## src/pisb_pkg.sv

```systemverilog
package pisb_pkg;
    // Host expansion-bus port carrying the keys (write) and status (read) view
    localparam logic [9:0]  KEYS_PORT     = 10'h166;
    localparam int          KEY_H2P_SET   = 0;
    localparam int          KEY_P2H_SET   = 1;
    localparam int          KEY_P2H_CLR   = 2;
    localparam int          STAT_H2P      = 0;
    localparam int          STAT_P2H      = 1;

    // Program levels
    localparam logic [3:0]  LVL_TERM_OUT  = 4'ha;
    localparam logic [3:0]  LVL_DMA       = 4'hb;
    localparam logic [3:0]  LVL_TERM_IN   = 4'hc;
    localparam logic [3:0]  LVL_RTC       = 4'hd;
    localparam logic [3:0]  LVL_INTERNAL  = 4'he;
    localparam logic [3:0]  LVL_TOP       = 4'hf;

    // Normal-group sources, lowest priority first
    localparam int          SRC_CONSOLE   = 0;
    localparam int          SRC_MAILBOX   = 1;
    localparam int          SRC_SERIAL    = 2;
    localparam int          SRC_DMA       = 3;
    localparam int          SRC_ALU       = 4;
    localparam int          SRC_PARITY    = 5;
    localparam int          SRC_OOR       = 6;
    localparam int          SRC_POWER     = 7;

    // Panel-group vector offsets
    localparam int          PAN_STOP      = 0;
    localparam int          PAN_RTC       = 2;
    localparam int          PAN_MCL       = 7;

    localparam logic [4:0]  SEL_NORMAL    = 5'h0a;
    localparam logic [4:0]  SEL_PANEL     = 5'h0b;
    localparam logic [11:0] NORMAL_VECTOR_BASE = 12'h100;
    localparam logic [11:0] PANEL_VECTOR_BASE  = 12'h140;

    localparam logic [1:0]  ROUTE_CPU     = 2'h0;
    localparam logic [1:0]  ROUTE_LINK    = 2'h1;
    localparam logic [1:0]  ROUTE_MAILBOX = 2'h2;

    // Host controller AXI4-Lite map
    localparam logic [7:0]  REG_CMD       = 8'h00;
    localparam logic [7:0]  REG_STATUS    = 8'h04;
    localparam logic [1:0]  RESP_OKAY     = 2'h0;
    localparam logic [1:0]  RESP_SLVERR   = 2'h2;

    typedef enum logic [1:0] {H_IDLE, H_WRITE, H_READ, H_CAPT} pisb_hstate_t;

    // Highest set bit: {valid, index}
    function automatic logic [4:0] pisb_top16(input logic [15:0] v);
        logic [4:0] r;
        r = 5'h00;
        for (int i = 0; i < 16; i++) begin
            if (v[i]) begin
                r = {1'b1, 4'(i)};
            end
        end
        return r;
    endfunction : pisb_top16
endpackage : pisb_pkg

```

## src/pisb_if.sv

```systemverilog
`timescale 1ns/100ps
`default_nettype none
interface pisb_if;
    logic [9:0] io_addr;
    logic       io_wr;
    logic       io_rd;
    logic [7:0] io_wdata;
    logic [7:0] io_rdata;
    logic       irq5;

    modport dev (
        input  io_addr, io_wr, io_rd, io_wdata,
        output io_rdata, irq5
    );
    modport host (
        output io_addr, io_wr, io_rd, io_wdata,
        input  io_rdata, irq5
    );
endinterface : pisb_if
`default_nettype wire

```

## src/pisb_device.sv

```systemverilog
`timescale 1ns/100ps
`default_nettype none
module pisb_device
    import pisb_pkg::*;
(
    input  wire logic        aclk,                   // System clock
    input  wire logic        aresetn,                // Sync reset, low
    pisb_if.dev              bus,                    // Host expansion bus
    input  wire logic [3:0]  ext_req,                // Levels 10..13 pulses
    input  wire logic [7:0]  normal_src,             // Normal sources, bit 1 unused
    input  wire logic        run,                    // Processor running
    input  wire logic        rtc_tick,               // 20 ms clock pulse
    input  wire logic        master_clear_switch,    // Panel switch
    input  wire logic        stop_mode,              // Panel in stop mode
    input  wire logic [15:0] sw_detect_set,          // Microcode detect set
    input  wire logic        enable_wr,              // Load enable bits
    input  wire logic [15:0] enable_data,            // New enable bits
    input  wire logic        level_check,            // Level change check
    input  wire logic        wait_cmd,               // Wait executed
    input  wire logic        ident_cmd,              // Identify
    input  wire logic        device_io_command,      // Device command
    input  wire logic [2:0]  dev_sel,                // Device of command
    input  wire logic        trap_ack,               // Trap taken
    input  wire logic        idb_read,               // Source read strobe
    input  wire logic [4:0]  bus_source_select,      // Source decode
    input  wire logic        proc_clears_h2p,        // Drop host flag
    input  wire logic        proc_resets_h2p,        // Re-raise host flag
    input  wire logic        proc_sets_p2h,          // Raise processor flag
    output logic [3:0]       current_level_register, // Current level
    output logic             level_change,           // Level changed pulse
    output logic [15:0]      level_detect_bits,      // Detect bits
    output logic [15:0]      level_enable_bits,      // Enable bits
    output logic             interrupt_request_ff,   // Request flip-flop
    output logic [11:0]      trap_vector,            // Absolute vector
    output logic [3:0]       ident_code,             // Identified source
    output logic [7:0]       idb_data,               // Source read data
    output logic [1:0]       service_route,          // Service owner
    output logic             host_to_proc_flag,      // Mailbox flag
    output logic             proc_to_host_flag       // Flag toward host
);
    logic [7:0]  dev_pend;
    logic [7:0]  dev_en;
    logic [7:0]  pan_pend;
    logic [7:0]  rdata_q;
    logic [3:0]  next_cur;
    logic        next_change;
    logic [15:0] next_detect;
    logic [15:0] next_enable;
    logic        next_irq_ff;
    logic [11:0] next_vector;
    logic [3:0]  next_ident;
    logic [7:0]  next_idb;
    logic [1:0]  next_route;
    logic        next_h2p;
    logic        next_p2h;
    logic [7:0]  next_pend;
    logic [7:0]  next_dev_en;
    logic [7:0]  next_pan;
    logic [7:0]  next_rdata;

    logic        keys_wr;
    logic        int_any;
    logic [7:0]  normal_act;
    logic [4:0]  ltop;
    logic [4:0]  wtop;
    logic [4:0]  ntop;
    logic [4:0]  ptop;
    logic        panel_group_request;
    logic        gated_panel_request;
    logic        normal_group_request;
    logic [15:0] detect_set;
    logic [15:0] detect_clr;
    // Panel switch is asynchronous, two stages before use
    logic        mcl_meta;
    logic        mcl_sync;

    assign bus.io_rdata = rdata_q;
    assign bus.irq5     = proc_to_host_flag;

    always_comb begin
        keys_wr = bus.io_wr && (bus.io_addr == KEYS_PORT);

        // Signal box flags, a set in the clearing cycle survives
        next_h2p = (keys_wr && bus.io_wdata[KEY_H2P_SET])
                 || proc_resets_h2p
                 || (host_to_proc_flag && !proc_clears_h2p);
        next_p2h = proc_sets_p2h
                 || (keys_wr && bus.io_wdata[KEY_P2H_SET])
                 || (proc_to_host_flag
                     && !(keys_wr && bus.io_wdata[KEY_P2H_CLR]));
        next_rdata = rdata_q;
        if (bus.io_rd && bus.io_addr == KEYS_PORT) begin
            next_rdata = 8'h00;
            next_rdata[STAT_H2P] = host_to_proc_flag;
            next_rdata[STAT_P2H] = proc_to_host_flag;
        end

        // Level detect: ext 10..13, internal on 14, rest by microcode
        int_any = normal_src[SRC_ALU] || normal_src[SRC_PARITY]
                || normal_src[SRC_OOR] || normal_src[SRC_POWER];
        detect_set = sw_detect_set | {1'b0, int_any, ext_req, 10'h000};
        detect_clr = wait_cmd ? (16'h0001 << current_level_register) : 16'h0000;
        next_detect = detect_set | (level_detect_bits & ~detect_clr);
        next_enable = enable_wr ? enable_data : level_enable_bits;

        ltop = pisb_top16(level_detect_bits & level_enable_bits);
        wtop = pisb_top16(next_detect & next_enable);
        next_cur    = current_level_register;
        next_change = 1'b0;
        if (wait_cmd) begin
            next_cur = wtop[4] ? wtop[3:0] : 4'h0;
        end else if (level_check && ltop[4]
                     && ltop[3:0] > current_level_register) begin
            next_cur    = ltop[3:0];
            next_change = 1'b1;
        end

        // Normal group, mailbox follows its flag directly
        next_pend  = (normal_src & 8'hfd) | dev_pend;
        normal_act = {dev_pend[7:2], host_to_proc_flag, dev_pend[0]} & dev_en;
        ntop = pisb_top16({8'h00, normal_act});
        next_dev_en = dev_en;
        next_ident  = ident_code;
        if (ident_cmd && ntop[4]) begin
            next_ident = ntop[3:0];
            next_dev_en[ntop[2:0]] = 1'b0;
        end
        if (device_io_command) begin
            next_dev_en[dev_sel] = 1'b1;
            if (!normal_src[dev_sel]) begin
                next_pend[dev_sel] = 1'b0;
            end
        end

        // Panel group; the stop bit stays while run is low
        next_pan = pan_pend;
        next_pan[PAN_STOP] = pan_pend[PAN_STOP] || !run;
        next_pan[PAN_RTC]  = pan_pend[PAN_RTC] || rtc_tick;
        next_pan[PAN_MCL]  = pan_pend[PAN_MCL] || mcl_sync;
        ptop = pisb_top16({8'h00, pan_pend});

        panel_group_request  = |pan_pend;
        normal_group_request = |normal_act;
        gated_panel_request  = panel_group_request && !stop_mode;
        next_irq_ff = normal_group_request || gated_panel_request
                    || (interrupt_request_ff && !trap_ack);
        next_vector = gated_panel_request ? PANEL_VECTOR_BASE
                                          : NORMAL_VECTOR_BASE;

        next_idb   = idb_data;
        next_route = service_route;
        if (idb_read) begin
            case (bus_source_select)
                SEL_NORMAL: begin
                    next_idb = {ntop[4], 3'h0, ntop[3:0]};
                    if (ntop[2:0] == 3'(SRC_MAILBOX)) begin
                        next_route = ROUTE_MAILBOX;
                    end else if (ntop[2:0] == 3'(SRC_SERIAL)
                                 || ntop[2:0] == 3'(SRC_DMA)) begin
                        next_route = ROUTE_LINK;
                    end else begin
                        next_route = ROUTE_CPU;
                    end
                end
                SEL_PANEL: begin
                    next_idb = {ptop[4], 3'h0, ptop[3:0]};
                    // Reading consumes the panel event unless it re-fires
                    if (ptop[4]) begin
                        next_pan[ptop[2:0]] = (ptop[2:0] == 3'(PAN_STOP)) ? !run
                                            : (ptop[2:0] == 3'(PAN_RTC)) ? rtc_tick
                                            : mcl_sync;
                    end
                end
                default: begin
                    next_idb = 8'h00;
                end
            endcase
        end
    end

    always_ff @(posedge aclk) begin
        if (!aresetn) begin
            current_level_register <= 4'h0;
            level_change           <= 1'b0;
            level_detect_bits      <= 16'h0000;
            level_enable_bits      <= 16'h0000;
            interrupt_request_ff   <= 1'b0;
            trap_vector            <= NORMAL_VECTOR_BASE;
            ident_code             <= 4'h0;
            idb_data               <= 8'h00;
            service_route          <= ROUTE_CPU;
            host_to_proc_flag      <= 1'b0;
            proc_to_host_flag      <= 1'b0;
            dev_pend               <= 8'h00;
            dev_en                 <= 8'hff;
            pan_pend               <= 8'h00;
            rdata_q                <= 8'h00;
            mcl_meta               <= 1'b0;
            mcl_sync               <= 1'b0;
        end else begin
            current_level_register <= next_cur;
            level_change           <= next_change;
            level_detect_bits      <= next_detect;
            level_enable_bits      <= next_enable;
            interrupt_request_ff   <= next_irq_ff;
            trap_vector            <= next_vector;
            ident_code             <= next_ident;
            idb_data               <= next_idb;
            service_route          <= next_route;
            host_to_proc_flag      <= next_h2p;
            proc_to_host_flag      <= next_p2h;
            dev_pend               <= next_pend;
            dev_en                 <= next_dev_en;
            pan_pend               <= next_pan;
            rdata_q                <= next_rdata;
            mcl_meta               <= master_clear_switch;
            mcl_sync               <= mcl_meta;
        end
    end
endmodule : pisb_device
`default_nettype wire

```

## src/flat_wrapper.sv

```systemverilog
// flat-port wrapper written by rule: the top's interface ports become plain ports
module pisb_device_flat import pisb_pkg::*;
  (aclk, aresetn, ext_req, normal_src, run, rtc_tick, master_clear_switch, stop_mode, sw_detect_set, enable_wr, enable_data, level_check, wait_cmd, ident_cmd, device_io_command, dev_sel, trap_ack, idb_read, bus_source_select, proc_clears_h2p, proc_resets_h2p, proc_sets_p2h, current_level_register, level_change, level_detect_bits, level_enable_bits, interrupt_request_ff, trap_vector, ident_code, idb_data, service_route, host_to_proc_flag, proc_to_host_flag, bus_io_addr, bus_io_wr, bus_io_rd, bus_io_wdata, bus_io_rdata, bus_irq5);
  pisb_if bus_i ();
  input  wire logic aclk;
  input  wire logic aresetn;
  input  wire logic [3:0] ext_req;
  input  wire logic [7:0] normal_src;
  input  wire logic run;
  input  wire logic rtc_tick;
  input  wire logic master_clear_switch;
  input  wire logic stop_mode;
  input  wire logic [15:0] sw_detect_set;
  input  wire logic enable_wr;
  input  wire logic [15:0] enable_data;
  input  wire logic level_check;
  input  wire logic wait_cmd;
  input  wire logic ident_cmd;
  input  wire logic device_io_command;
  input  wire logic [2:0] dev_sel;
  input  wire logic trap_ack;
  input  wire logic idb_read;
  input  wire logic [4:0] bus_source_select;
  input  wire logic proc_clears_h2p;
  input  wire logic proc_resets_h2p;
  input  wire logic proc_sets_p2h;
  output logic [3:0] current_level_register;
  output logic level_change;
  output logic [15:0] level_detect_bits;
  output logic [15:0] level_enable_bits;
  output logic interrupt_request_ff;
  output logic [11:0] trap_vector;
  output logic [3:0] ident_code;
  output logic [7:0] idb_data;
  output logic [1:0] service_route;
  output logic host_to_proc_flag;
  output logic proc_to_host_flag;
  input wire logic [$bits(bus_i.io_addr)-1:0] bus_io_addr;
  input wire logic [$bits(bus_i.io_wr)-1:0] bus_io_wr;
  input wire logic [$bits(bus_i.io_rd)-1:0] bus_io_rd;
  input wire logic [$bits(bus_i.io_wdata)-1:0] bus_io_wdata;
  output wire logic [$bits(bus_i.io_rdata)-1:0] bus_io_rdata;
  output wire logic [$bits(bus_i.irq5)-1:0] bus_irq5;
  assign bus_i.io_addr = bus_io_addr;
  assign bus_i.io_wr = bus_io_wr;
  assign bus_i.io_rd = bus_io_rd;
  assign bus_i.io_wdata = bus_io_wdata;
  assign bus_io_rdata = bus_i.io_rdata;
  assign bus_irq5 = bus_i.irq5;
  pisb_device u_core (.aclk(aclk), .aresetn(aresetn), .bus(bus_i), .ext_req(ext_req), .normal_src(normal_src), .run(run), .rtc_tick(rtc_tick), .master_clear_switch(master_clear_switch), .stop_mode(stop_mode), .sw_detect_set(sw_detect_set), .enable_wr(enable_wr), .enable_data(enable_data), .level_check(level_check), .wait_cmd(wait_cmd), .ident_cmd(ident_cmd), .device_io_command(device_io_command), .dev_sel(dev_sel), .trap_ack(trap_ack), .idb_read(idb_read), .bus_source_select(bus_source_select), .proc_clears_h2p(proc_clears_h2p), .proc_resets_h2p(proc_resets_h2p), .proc_sets_p2h(proc_sets_p2h), .current_level_register(current_level_register), .level_change(level_change), .level_detect_bits(level_detect_bits), .level_enable_bits(level_enable_bits), .interrupt_request_ff(interrupt_request_ff), .trap_vector(trap_vector), .ident_code(ident_code), .idb_data(idb_data), .service_route(service_route), .host_to_proc_flag(host_to_proc_flag), .proc_to_host_flag(proc_to_host_flag));
endmodule
```

## config.mk

```make
export PLATFORM = sky130hd
export DESIGN_NAME = pisb_device_flat
export DESIGN_NICKNAME = d
export VERILOG_FILES = /design/src/pisb_pkg.sv /design/src/pisb_if.sv /design/src/pisb_device.sv /design/src/flat_wrapper.sv
export SDC_FILE = /design/constraint.sdc
export NUM_CORES = 1
export LEC_CHECK = 0
export BUFFER_PORTS_ARGS = -buffer_cell sky130_fd_sc_hd__buf_2
export CAP_MARGIN = 5
export CORE_ASPECT_RATIO = 0.8
export CORE_MARGIN = 5
export CORE_UTILIZATION = 49
export CTS_CLUSTER_DIAMETER = 30
export DETAILED_ROUTE_END_ITERATION = 16
export PLACE_DENSITY = 0.9
export SYNTH_ARGS = -nofsm -noshare
export SYNTH_HDL_FRONTEND = slang
export SYNTH_SLANG_ARGS = --single-unit
```

## constraint.sdc

```tcl
create_clock -name aclk -period 3.4 [get_ports aclk]
set_clock_uncertainty 0.2 [all_clocks]
set_input_delay 0.68 -clock aclk [delete_from_list [all_inputs] [get_ports aclk]]
set_output_delay 0.68 -clock aclk [all_outputs]
set_load 0.01 [all_outputs]
```

======== Word level (Yosys, flattened, before mapping) ========
Index checks and enable logic that the tools add are counted.
Widths: inputs -> output; s select.
cells by class
  add/subtract/negate cells ............... 0
  multipliers ............................. 0
  div/mod/pow operators ................... 0
  magnitude comparators ................... 7
  equal/unequal tests ..................... 7
  shifts and indexed selects .............. 1
  mux-type cells .......................... 76
  bitwise gates (word level) .............. 14
  reduce and logical (&&, ||, !) cells .... 40
operator list
  kind                  count
  $mux 5                48
  $mux 8                7
  $and 16x16->16        3
  $mux 16               2
  $and 8x8->8           3
  $not 16->16           1
  $not 8->8             2
  $or 16x15->16         1
  $or 16x16->16         1
  $or 8x8->8            2
  $pmux 8 s2            1
  $reduce_or 8->1       2
  $shl 1x4->16 const A  1
  $logic_and 1x1->1     15
  $logic_or 1x1->1      13
  $lt 3x4->1 const B    3
  $mux 4                3
  $eq 10x9->1 const B   1
  $eq 5x4->1 const B    2
  $demux 1 s3           3
  $eq 3x2->1 const B    3
  $ge 3x1->1 const B    3
  $bwmux 8              1
  $mux 1                8
  12 further kinds      16
storage, ports and cells
  bits in registers ....................... 94
  latch bits .............................. 0
  memory bits (writable) .................. 0
  ROM bits ................................ 0
  bits of input ports ..................... 88
  logic and storage cells ................. 163
  memories kept ........................... 0

======== Longest topological paths before layout ========
Gate-level depths: netlist of the first run.
  depth in word-level cells ............... 24
  mapped depth ............................ 11
  mapped depth without buffers ............ 11

======== Worst setup path after synthesis of the first run ========
OpenSTA, ideal clock, no wires.
  path kind ............................... reg2reg
  start ................................... register u_core.level_detect_bits[5]
  end ..................................... register u_core.current_level_register[2]
  arrival ................................. 2.425 ns
  required time ........................... 3.081 ns
  slack ................................... 0.656 ns
  cell stages (with the launch flop) ...... 12
  path buffers ............................ 0
  path through ............................ dfxtp_1 > a22o_1 > o211ai_1 > a222oi_1 > o211ai_1 > ha_1 > nor2b_1 > o211ai_1 > a21oi_1 > o21ai_2 > mux2_2 > o221a_1
on the way
  cells in the longest elaborated chain, start to end .. 16
  elaborated cells on any way between the ends .. 33
  classes of those cells .................. order compare (1); mux (25); bitwise (4); reduce/logical (3)
RTL lines
  element                                                                  RTL line            RTL
  from (decl)                                                              pisb_device.sv:31   output logic [15:0] level_detect_bits,
  from (signal assigned)                                                   pisb_device.sv:203  level_detect_bits <= next_detect;
  parallel branches: the longest is 16 deep, another holds $and 16x16->16  --
  to (signal assigned)                                                     pisb_device.sv:201  current_level_register <= next_cur;
  to (decl)                                                                pisb_device.sv:29   output logic [3:0] current_level_register,
Parallel ways; which one is timed is not known. The select of a mux whose other input is x is not followed.
A chain may end at the register's enable or synchronous reset.

======== Final worst setup path of the first run ========
  start ................................... register u_core.level_enable_bits[3]
  end ..................................... register u_core.current_level_register[2]
on the way
  cells in the longest elaborated chain, start to end .. 17
  elaborated cells on any way between the ends .. 36
  classes of those cells .................. order compare (1); mux (30); bitwise (2); reduce/logical (3)
RTL lines
  element                                                RTL line                                RTL
  from (decl)                                            pisb_device.sv:32                       output logic [15:0] level_enable_bits,
  from (signal assigned)                                 pisb_device.sv:204                      level_enable_bits <= next_enable;
  $and 16x16->16 or $mux 16 (tied branches)              pisb_device.sv:106, pisb_device.sv:104
  $mux 5 or $and 16x16->16 (tied branches)               pisb_pkg.sv:55, pisb_device.sv:107
  $mux 5 (12 in series)                                  pisb_pkg.sv:55                          if (v[i]) begin
  $gt 4x4->1, or another cell as far along               pisb_device.sv:113                      && ltop[3:0] > current_level_register) begin
  $logic_and 1x1->1 or $mux 4 (tied branches)            pisb_device.sv:113, pisb_device.sv:111
  $reduce_bool 2->1 (no line) or $mux 4 (tied branches)  --
Parallel ways exist; a longest one is shown, timed or not. The select of a mux whose other input is x is not followed.

==> metrics.txt, run 1 <==
status=finished clean; Fillers=around 730; critical-path maximum fanout=4; peak supply drop=between 300 and 400 uV; placed inst area=0.004591 mm^2; Simple-Gate Fraction of Synth Area=23.88%; CTS root buf=clkbuf_8; CP endpoint kind=flop; Hold Fails Final Rpt=0; IO Pins=around 160; Final Max Tran Viols=0; ant diodes=0; most common flop cell mapped by yosys=dfxtp_1; startpoint types=flop; Rows=29; Final setup viols=0; post-synthesis cell area=0.003981 mm^2; PwrDens=about 450 mW/mm^2; yosys warns=0; largest net degree at the start of global routing=55; Clock Path Buffers=2; Inserted Clock Buffers=9; Initial Util=a little over 50%; DIE AREA=0.01004 mm^2; H-tree levels=3; Post-DP HPWL=around 9000 um; Compound-Gate Fraction of Synth Area=between 20% and 30%; synthesis-to-finish area growth=20.30%; remaining global-route overflow=0; DP Cell Count=about 710; setup tns final=0 ps; CTS resizes=0; Hold Buf Count CTS=0; adder-cell share of the synthesized area=~1.3%; Worst Path Required=3450 ps; global-route wire length before repair=between 15000 and 20000 um; Hold Path Depth=1; Hold Path Class=reg2reg; Synth Instances=slightly below 500; xor-xnor portion of the synthesized cell area=0%; RSZ-0062 raised after global routing=false; mux share of post-synthesis cell area=a little over 6%; Unique masters post-synth=67; number of synthesized flops with an enable pin=0; port bufs=about 130; synth top area cells=dfxtp_1 39%, nor2_1 6.9%, mux2i_1 5.3%, nand2_1 5.3%, buf_4 4.7%; ratio of final minimum period to clock period=approximately 95%; share of cells above drive strength 1=26.92%; initial antenna violation count=0; Horiz. Die Dim=roughly 110 um; Static Leakage=2.248 nW; routed via count=a little over 4000; Final Cell Area=between 0.004 and 0.005 mm^2; Fmax=about 310 MHz; Worst-path clk slew=approximately 90 ps; CTS tree=done; Slew headroom=a little over a third; Async SR Flop Fraction=0%; die height=90.63 um; Residual DRC=0; nets@finish=approximately 700; via-per-instance ratio=roughly 5.7; worst skew pair latency=350 ps; Routed Antenna Nets=0; WS Path Type=reg2reg; vias in the first global route=slightly below 4000; Seq/Total Area, Yosys=38.72%; GP Congestion=between 0.8 and 0.9; Min Clock Period, post-route=between 3000 and 4000 ps; post-synthesis register bit count=between 70 and 80; Finished Layout Cells=between 700 and 800; GR Util All Layers=between 20% and 30%; area leader, netlist=dfxtp_1; Worst R2R Path Depth=11; Syn Area/Cell=8.260 um^2; Starting DRT DRC Count=slightly above 300; Worst Path Arrival=approximately 3300 ps; Sink Count=77; routed len/inst=16.62 um; final WL=~12000 um; combinational family with the most area after synthesis=simple AND/OR/NAND/NOR gates; DR pass1 iterations=5; Worst Tran Pin Value=about 970 ps; maxcap violations=0; Core ar.=slightly below 0.008 mm^2; final core occ=60.55%; Yosys top cell area share=38.72%; number of setup buffers added after CTS=0
state kept, by name, summed over array words and instances, names as in the netlist, 2 cells and up, named ones only:
name / count
u_core.dev_en: 8
u_core.idb_data: 4
u_core.service_route: 2
u_core.level_detect_bits: 16
u_core.ident_code: 3
u_core.pan_pend: 3
u_core.level_enable_bits: 16
u_core.current_level_register: 4
u_core.bus.io_rdata: 2
u_core.dev_pend: 7
Yosys cell counts (all sizes together) (7+ instances only):
cell,number
dfxtp,77
nor2,74
nand2,57
a21oi,32
buf,30
nand3,23
mux2i,21
inv,20
nor3,11
o21ai,10
o31ai,10
nor2b,9
a22oi,8
clkbuf,8
a311oi,7
a31oi,7
metrics by stage:
stage	hold WS (ps)	setup WS, ps	power (mW)
2_1_floorplan	211.9	656.1	1.333
3_3_place_gp	216.4	347.2	1.468
3_5_place_dp	233.1	284.7	1.481
4_1_cts	252.9	229.1	2.181
5_1_grt	263.5	16.85	2.290
6_report	244.3	178.3	2.179
final timing paths:
check / from / end / slack [ps]
worst min register to register: u_core.mcl_meta / u_core.mcl_sync / 240
worst min-delay path: u_core.mcl_meta / u_core.mcl_sync / 240
worst max register to register: u_core.level_enable_bits[3] / u_core.current_level_register[2] / 180
worst max-delay path: u_core.level_enable_bits[3] / u_core.current_level_register[2] / 180
cell type report:
type / count / area, um^2 / area share (%)
clock buffer: 11 / 151.4 / 3.161
clock inverter: 4 / 47.55 / 0.9927
inverter: 20 / 75.07 / 1.567
multi-input combinational: 367 / 2168 / 45.27
sequential: 77 / 1541 / 32.18
tap: 108 / 135.1 / 2.821
timing repair buffer: 134 / 670.6 / 14.00
logic make-up (layout without fill, tap and decap cells):
| kind of cell | after synthesis | after routing |
|---|---|---|
| AO/OA/AOI/OAI | 116 | 116 |
| adder cells (fa/ha/maj) | 4 | 4 |
| buffers and inverters | 58 | 169 |
| flip-flops | 77 | 77 |
| multiplexers | 24 | 24 |
| other | 2 | 22 |
| AND/OR/NAND/NOR | 201 | 201 |
metal layers:
layer	global-route usage, %	routed length, um
met1	29.94	5315
met4	8.615	297
met3	6.564	1056
met5	0	0
met2	35.81	5314
layout by cell type (no fill, tap or decap), types with 4 or more instances in the layout:
cell type    n
conb_1      22
a311oi_1     5
a22oi_1      8
a22o_1       5
a21oi_1     32
nand2_1     56
nor3_1      10
clkbuf_8    11
a31oi_1      7
o31ai_1     10
nand3_1     23
o211ai_1     6
ha_1         4
o21ai_0      8
inv_1       19
dfxtp_1     77
mux2i_1     21
a211oi_1     4
nor2b_1      9
and2_1       5
nor2_1      73
buf_2      134
power by group:
group | internal [mW] | total (mW) | leakage (nW) | switching [mW]
logic | 0.186 | 0.451 | 1.51 | 0.266
registers | 0.955 | 1.02 | 0.637 | 0.0654
clock network | 0.373 | 0.707 | 0.101 | 0.334
critical path, stage by stage (launching register included):
cell and delay (ps):
dfxtp_1 340, a22oi_1 330, o211ai_1 140, a222oi_1 380, o211ai_1 200, ha_1 330, nor2b_1 140, o211ai_1 100
a21oi_1 270, o21ai_2 160, mux2_2 290, o221a_1 230
Note: power is estimated with default switching activity, not from simulation.
==> inputs of run 2 (changes only) <==
--- a/config.mk
+++ b/config.mk
@@ -5,7 +5,7 @@
 export SDC_FILE = /design/constraint.sdc
 export NUM_CORES = 1
 export LEC_CHECK = 0
-export BUFFER_PORTS_ARGS = -buffer_cell sky130_fd_sc_hd__buf_2
+export BUFFER_PORTS_ARGS = -buffer_cell sky130_fd_sc_hd__clkbuf_2
 export CAP_MARGIN = 5
 export CORE_ASPECT_RATIO = 0.8
 export CORE_MARGIN = 5
==> run 2 against run 1 <==
Against the previous run:
- first-iteration DRC count down 16%
- register-to-register slack better by 40 ps
- via count about the same
- maximum frequency up 1.2%
- power down 4.4%
- die area unchanged
- count of clock-buffer cells in the layout down 1
- critical path type unchanged
- critical endpoint unchanged
==> metrics.txt, run 2 (synthesized netlist as in run 1, its figures left out) <==
Worst-path clk slew=80 ps (about the same); GR Util met1=30.17% (+0.23 points); maxcap violations=0 (unchanged); largest net degree at the start of global routing=38 (-31%); Finished Layout Cells=723 (+0.28%); GP Congestion=0.8954 (+0.96%); via-per-instance ratio=5.656 (-0.25%); worst skew pair latency=340 ps (about the same); cell mode on critical path=o211ai_1; Core ar.=0.007910 mm^2 (unchanged); DR pass1 iterations=6 (+1); remaining global-route overflow=0 (unchanged); routed len/inst=16.56 um (-0.38%); WHS=248.7 ps (+4.347 ps); CTS resizes=0 (unchanged); Fmax=314.1 MHz (+1.2%); PwrDens=436.5 mW/mm^2 (-4.0%); Worst Tran Pin Value=706.7 ps (-264.3 ps); RSZ-0062 raised after global routing=false; setup tns final=0 ps (unchanged); Min Clock Period, post-route=3183 ps (-38.51 ps); CP max stage delay=360 ps (-20 ps); placed inst area=0.004606 mm^2 (+0.33%); Clock Path Buffers=2 (unchanged); Initial Util=50.33% (unchanged); IO Pins=163 (unchanged); Slowest-stage cell, CP=dfxtp_1; CP endpoint kind=flop; Multi-input gate area=0.002168 mm^2 (unchanged); CTS root buf=clkbuf_8; Rows=29 (unchanged); peak supply drop=313.9 uV (+1.8%); Inserted Clock Buffers=9 (unchanged); H-tree levels=3 (unchanged); Hold Fails Final Rpt=0 (unchanged); Hold Buf Count CTS=0 (unchanged); M2 GR Usage=36.06% (+0.25 points); Fillers=728 (-0.55%); ant diodes=0 (unchanged); register area=0.001541 mm^2 (unchanged); Sink Count=77 (unchanged); WS Path Type=reg2reg; CTS tree=done; share of cells above drive strength 1=27.15% (+0.24 points); GR Util All Layers=23.29% (+0.40 points); DIE AREA=0.01004 mm^2 (unchanged); Starting DRT DRC Count=255 (-16%); startpoint types=flop; Slew headroom=52.57% (+17 points); Largest regs=u_core.level_detect_bits (16), u_core.level_enable_bits (16), u_core.dev_en (8); DP Cell Count=708 (+0.28%); most used routing layer=met2; most common cell after layout, fill and taps aside=clkbuf_2; die height=90.63 um (unchanged); final WL=11970 um (-0.11%); Post-DP HPWL=9418 um (+1.8%); port bufs=134 (unchanged); Hold Path Class=reg2reg; Final Max Tran Viols=0 (unchanged); ratio of final minimum period to clock period=93.62% (-1.1 points); status=finished clean; Static Leakage=2.239 nW (-0.40%); synthesis-to-finish area growth=19.83%; Residual DRC=0 (unchanged); Routed Antenna Nets=0 (unchanged); global-route wire length before repair=19480 um (+2.0%); vias in the first global route=4003 (+1.2%); leading cell types in the layout, fill and taps excluded=134 x clkbuf_2, 77 x dfxtp_1, 73 x nor2_1; worst path cell trace=a22oi_1 -> o211ai_1 -> a222oi_1 -> o211ai_1 -> ha_1 -> nor2b_1 -> o211ai_1 -> a21oi_1 -> o21ai_2 -> mux2_2 -> o221a_1; Horiz. Die Dim=110.8 um (unchanged); global routing usage on met3=6.966% (+0.40 points); initial antenna violation count=0 (unchanged); number of setup buffers added after CTS=0 (unchanged); Worst Path Arrival=3220 ps (-50 ps); Worst Path Required=3430 ps (-20 ps); routed via count=4089 (+0.024%); Final Cell Area=0.004771 mm^2 (-0.39%); Final setup viols=0 (unchanged); nets@finish=703 (+0.29%); critical-path maximum fanout=5 (+1)
[run 2: changes by cell type in the layout (fill, tap and decap cells not counted), sizes merged]
cell    previous run  this run
buf              134         2
bufinv             1         0
clkbuf            11       144
clkinv             2         4
[run 2: worst paths after layout]
| kind | cells past startpoint | slack [ps] | from | endpoint |
|---|---|---|---|---|
| max | 11 | 220 | u_core.level_detect_bits[3] | u_core.current_level_register[2] |
| min | 1 | 250 | u_core.mcl_meta | u_core.mcl_sync |
| max reg2reg | 11 | 220 | u_core.level_detect_bits[3] | u_core.current_level_register[2] |
| min reg2reg | 1 | 250 | u_core.mcl_meta | u_core.mcl_sync |
[run 2: power breakdown]
group / switching [mW] / internal [mW]
combinational: 0.267 / 0.186
clock: 0.332 / 0.276
sequential: 0.0655 / 0.955
[run 2: area by class of cell]
| cell class | count | area share, % |
|---|---|---|
| multi-input cells | 367 | 45.45 |
| flip-flops and latches | 77 | 32.31 |
| repair buffers | 136 | 14.37 |
| clock buffers | 10 | 2.885 |
| well taps | 108 | 2.832 |
| inverters | 20 | 1.574 |
| clock inverters | 5 | 0.5770 |
[run 2: critical path, delay by kind of cell (launching register included)]
family	cells	cell delay [ps]
flops	1	360
simple gates	1	160
mux	1	290
fa+ha+maj	1	330
compound gates	8	1750
[run 2: through the flow]
| step | power [mW] | setup slack [ps] | utilization [%] |
|---|---|---|---|
| 2_1_floorplan | 1.333 | 656.1 | - |
| 3_5_place_dp | 1.486 | 305.0 | 58.23 |
| 3_3_place_gp | 1.469 | 339.2 | 58.23 |
| 5_1_grt | 2.200 | 78.95 | 60.31 |
| 4_1_cts | 2.091 | 267.2 | 60.31 |
| 6_report | 2.082 | 216.8 | 60.31 |
[run 2: metal layers]
layer	up-vias	share of wire [%]
met5	-	0
li1	1949	-
met2	210	45
met4	0	2.6
met1	1900	43
met3	30	9.6
==> inputs of run 3 (changes only) <==
--- a/config.mk
+++ b/config.mk
@@ -5,14 +5,16 @@
 export SDC_FILE = /design/constraint.sdc
 export NUM_CORES = 1
 export LEC_CHECK = 0
+export ABC_AREA = 1
 export BUFFER_PORTS_ARGS = -buffer_cell sky130_fd_sc_hd__clkbuf_2
 export CAP_MARGIN = 5
 export CORE_ASPECT_RATIO = 0.8
 export CORE_MARGIN = 5
-export CORE_UTILIZATION = 49
+export CORE_UTILIZATION = 48
 export CTS_CLUSTER_DIAMETER = 30
 export DETAILED_ROUTE_END_ITERATION = 16
-export PLACE_DENSITY = 0.9
+export GPL_ROUTABILITY_DRIVEN = 0
+export PLACE_DENSITY = 0.89
 export SYNTH_ARGS = -nofsm -noshare
 export SYNTH_HDL_FRONTEND = slang
 export SYNTH_SLANG_ARGS = --single-unit
==> run 3 against run 2 <==
Against the previous run:
- count of clock-buffer cells in the layout is the same
- power grew 0.44%
- die area up 1.3%
- cell count grew 10%
- critical endpoint is now u_core.current_level_register[0]
- sequential power barely moved
- maximum frequency increased by 6.2%
- routed wire length shrank 4.6%
- critical path type unchanged
- sequential share of layout area decreased by 0.21 points
- area after synthesis decreased by 0.63%
- hold slack lost 25 ps
- synthesized cell count increased by 14%
- setup slack improved by 180 ps
==> metrics.txt, run 3 <==
status=finished clean; remaining global-route overflow=0 (unchanged); Worst-path clk slew=90 ps (about the same); final WL=11420 um (-4.6%); Worst Path Required=3430 ps (about the same); Starting DRT DRC Count=518 (+100%); most common cell after layout, fill and taps aside=clkbuf_2; peak supply drop=209.2 uV (-33%); Clock Path Buffers=2 (unchanged); global-route wire length before repair=18200 um (-6.6%); Syn Area/Cell=7.206 um^2 (-13%); Worst Tran Pin Value=690.9 ps (-15.84 ps); WS Path Type=reg2reg; post-synthesis cell area=0.003956 mm^2 (-0.63%); initial antenna violation count=0 (unchanged); vias in the first global route=3870 (-3.3%); leading cell types in the layout, fill and taps excluded=135 x clkbuf_2, 127 x nand2_1, 77 x dfxtp_1; CTS tree=done; Worst Path Arrival=3030 ps (-190 ps); Min Clock Period, post-route=2999 ps (-184.6 ps); Final setup viols=0 (unchanged); most common flop cell mapped by yosys=dfxtp_1; Rows=29 (unchanged); synth top area cells=dfxtp_1 39%, nand2_1 12%, inv_1 6.5%, nor2_1 6.0%, buf_4 4.7%; nets@finish=775 (+10%); Unique masters post-synth=47 (-30%); Initial Util=49.56% (-0.77 points); synthesis-to-finish area growth=21.38%; Hold Path Class=reg2reg; Core ar.=0.007983 mm^2 (+0.92%); CP endpoint kind=flop; Largest regs=u_core.level_detect_bits (16), u_core.level_enable_bits (16), u_core.dev_en (8); PwrDens=435.5 mW/mm^2 (-0.22%); IO Pins=163 (unchanged); share of cells above drive strength 1=26.64% (-0.52 points); maxcap violations=0 (unchanged); Final Max Tran Viols=0 (unchanged); CTS resizes=0 (unchanged); most frequent cells after synthesis=127 x nand2_1, 77 x dfxtp_1, 68 x inv_1; Hold Buf Count CTS=0 (unchanged); port bufs=135 (+0.75%); number of synthesized flops with an enable pin=0 (unchanged); worst skew pair latency=340 ps (about the same); H-tree levels=3 (unchanged); Sink Count=77 (unchanged); Residual DRC=0 (unchanged); Fmax=333.5 MHz (+6.2%); via-per-instance ratio=5.333 (-5.7%); Inserted Clock Buffers=9 (unchanged); final core occ=60.16% (-0.16 points); Horiz. Die Dim=111.5 um (+0.65%); Slew headroom=53.94% (+1.4 points); post-synthesis register bit count=77 (unchanged); number of setup buffers added after CTS=0 (unchanged); routed via count=4240 (+3.7%); DIE AREA=0.01017 mm^2 (+1.3%); routed len/inst=14.37 um (-13%); RSZ-0062 raised after global routing=false; count leader, synth=nand2_1; Yosys top cell area share=38.96% (+0.24 points); Async SR Flop Fraction=0% (unchanged); largest net degree at the start of global routing=35 (-7.9%); Post-DP HPWL=9243 um (-1.9%); startpoint types=flop; yosys warns=0 (unchanged); die height=91.20 um (+0.63%); critical-path maximum fanout=6 (+1); Seq/Total Area, Yosys=38.96% (+0.24 points); DR pass1 iterations=6 (unchanged); ratio of final minimum period to clock period=88.19% (-5.4 points); ant diodes=0 (unchanged); setup tns final=0 ps (unchanged); GR Util All Layers=21.39% (-1.9 points); Synth Instances=549 (+14%); Hold Fails Final Rpt=0 (unchanged); Static Leakage=2.604 nW (+16%); CTS root buf=clkbuf_8; area leader, netlist=dfxtp_1; Routed Antenna Nets=0 (unchanged)
## run 3: layout make-up
type,instances,area (um^2)
fill,729,3181
clock inverter,5,36.28
tap,108,135.1
clock buffer,10,137.6
sequential,77,1541
multi-input combinational,387,1994
timing repair buffer,137,690.7
inverter,71,266.5
## run 3: cells by family (layout without fill, tap and decap cells)
group,count (synthesis),in the layout,share of synthesized area (%)
DFF,77,77,38.96
buffers and inverters,105,223,12.52
and+or+nand+nor,236,236,24.48
AOI/OAI and AO/OA,111,111,19.04
adders and majority gates,4,4,1.265
other,2,22,0.1898
muxes,14,14,3.542
## run 3: path summary, 6_finish.rpt
path / startpoint / end / slack, ps / cells past startpoint
setup / recovery: u_core.level_detect_bits[2] / u_core.current_level_register[0] / 400 / 24
setup reg to reg: u_core.level_detect_bits[2] / u_core.current_level_register[0] / 400 / 24
hold / removal: u_core.mcl_meta / u_core.mcl_sync / 220 / 2
hold reg to reg: u_core.mcl_meta / u_core.mcl_sync / 220 / 2
## run 3: metal layers
layer  vias up  GRT usage (%)  wire, um
li1       2040              -         -
met1      1915          27.13      4535
met2       248          36.24      5461
met3        37          5.249      1149
met4         0          6.383       276
met5         -              0         0
## run 3: worst max-delay path: stages (launching register included)
cell	delay, ps
dfxtp_1	380
nand2_1	90
nand3_1	70
nand2_1	50
nand2_1	50
nand2_1	50
nand2_1	70
nand2_1	80
nand2_1	70
nand2_1	40
nand2_1	50
nand2_1	40
nand2_1	50
nand2_1	70
a21boi_0	240
ha_1	200
inv_1	40
a21oi_1	110
nor2_1	60
a211oi_1	170
a41oi_1	70
nand3_1	160
nand2_1	160
o21ai_0	260
a21oi_2	40
## run 3: power breakdown
group	leakage (nW)	switching [mW]	total (mW)	internal (mW)
logic	1.88	0.291	0.469	0.178
registers	0.637	0.0499	1.01	0.957
clock network	0.0925	0.331	0.615	0.284
total	2.60	0.672	2.09	1.42
## run 3: metrics by stage
step	instance area, um^2	std cells	setup slack, ps	power (mW)	hold WS [ps]
after global routing	4802	795	84.60	2.209	255.9
after floorplan	4031	569	870.5	1.331	190.5
final	4802	795	401.4	2.091	223.6
after CTS	4802	795	443.9	2.095	226.6
after detailed placement	4628	780	483.9	1.486	206.9
after global placement	4628	780	637.5	1.466	204.0
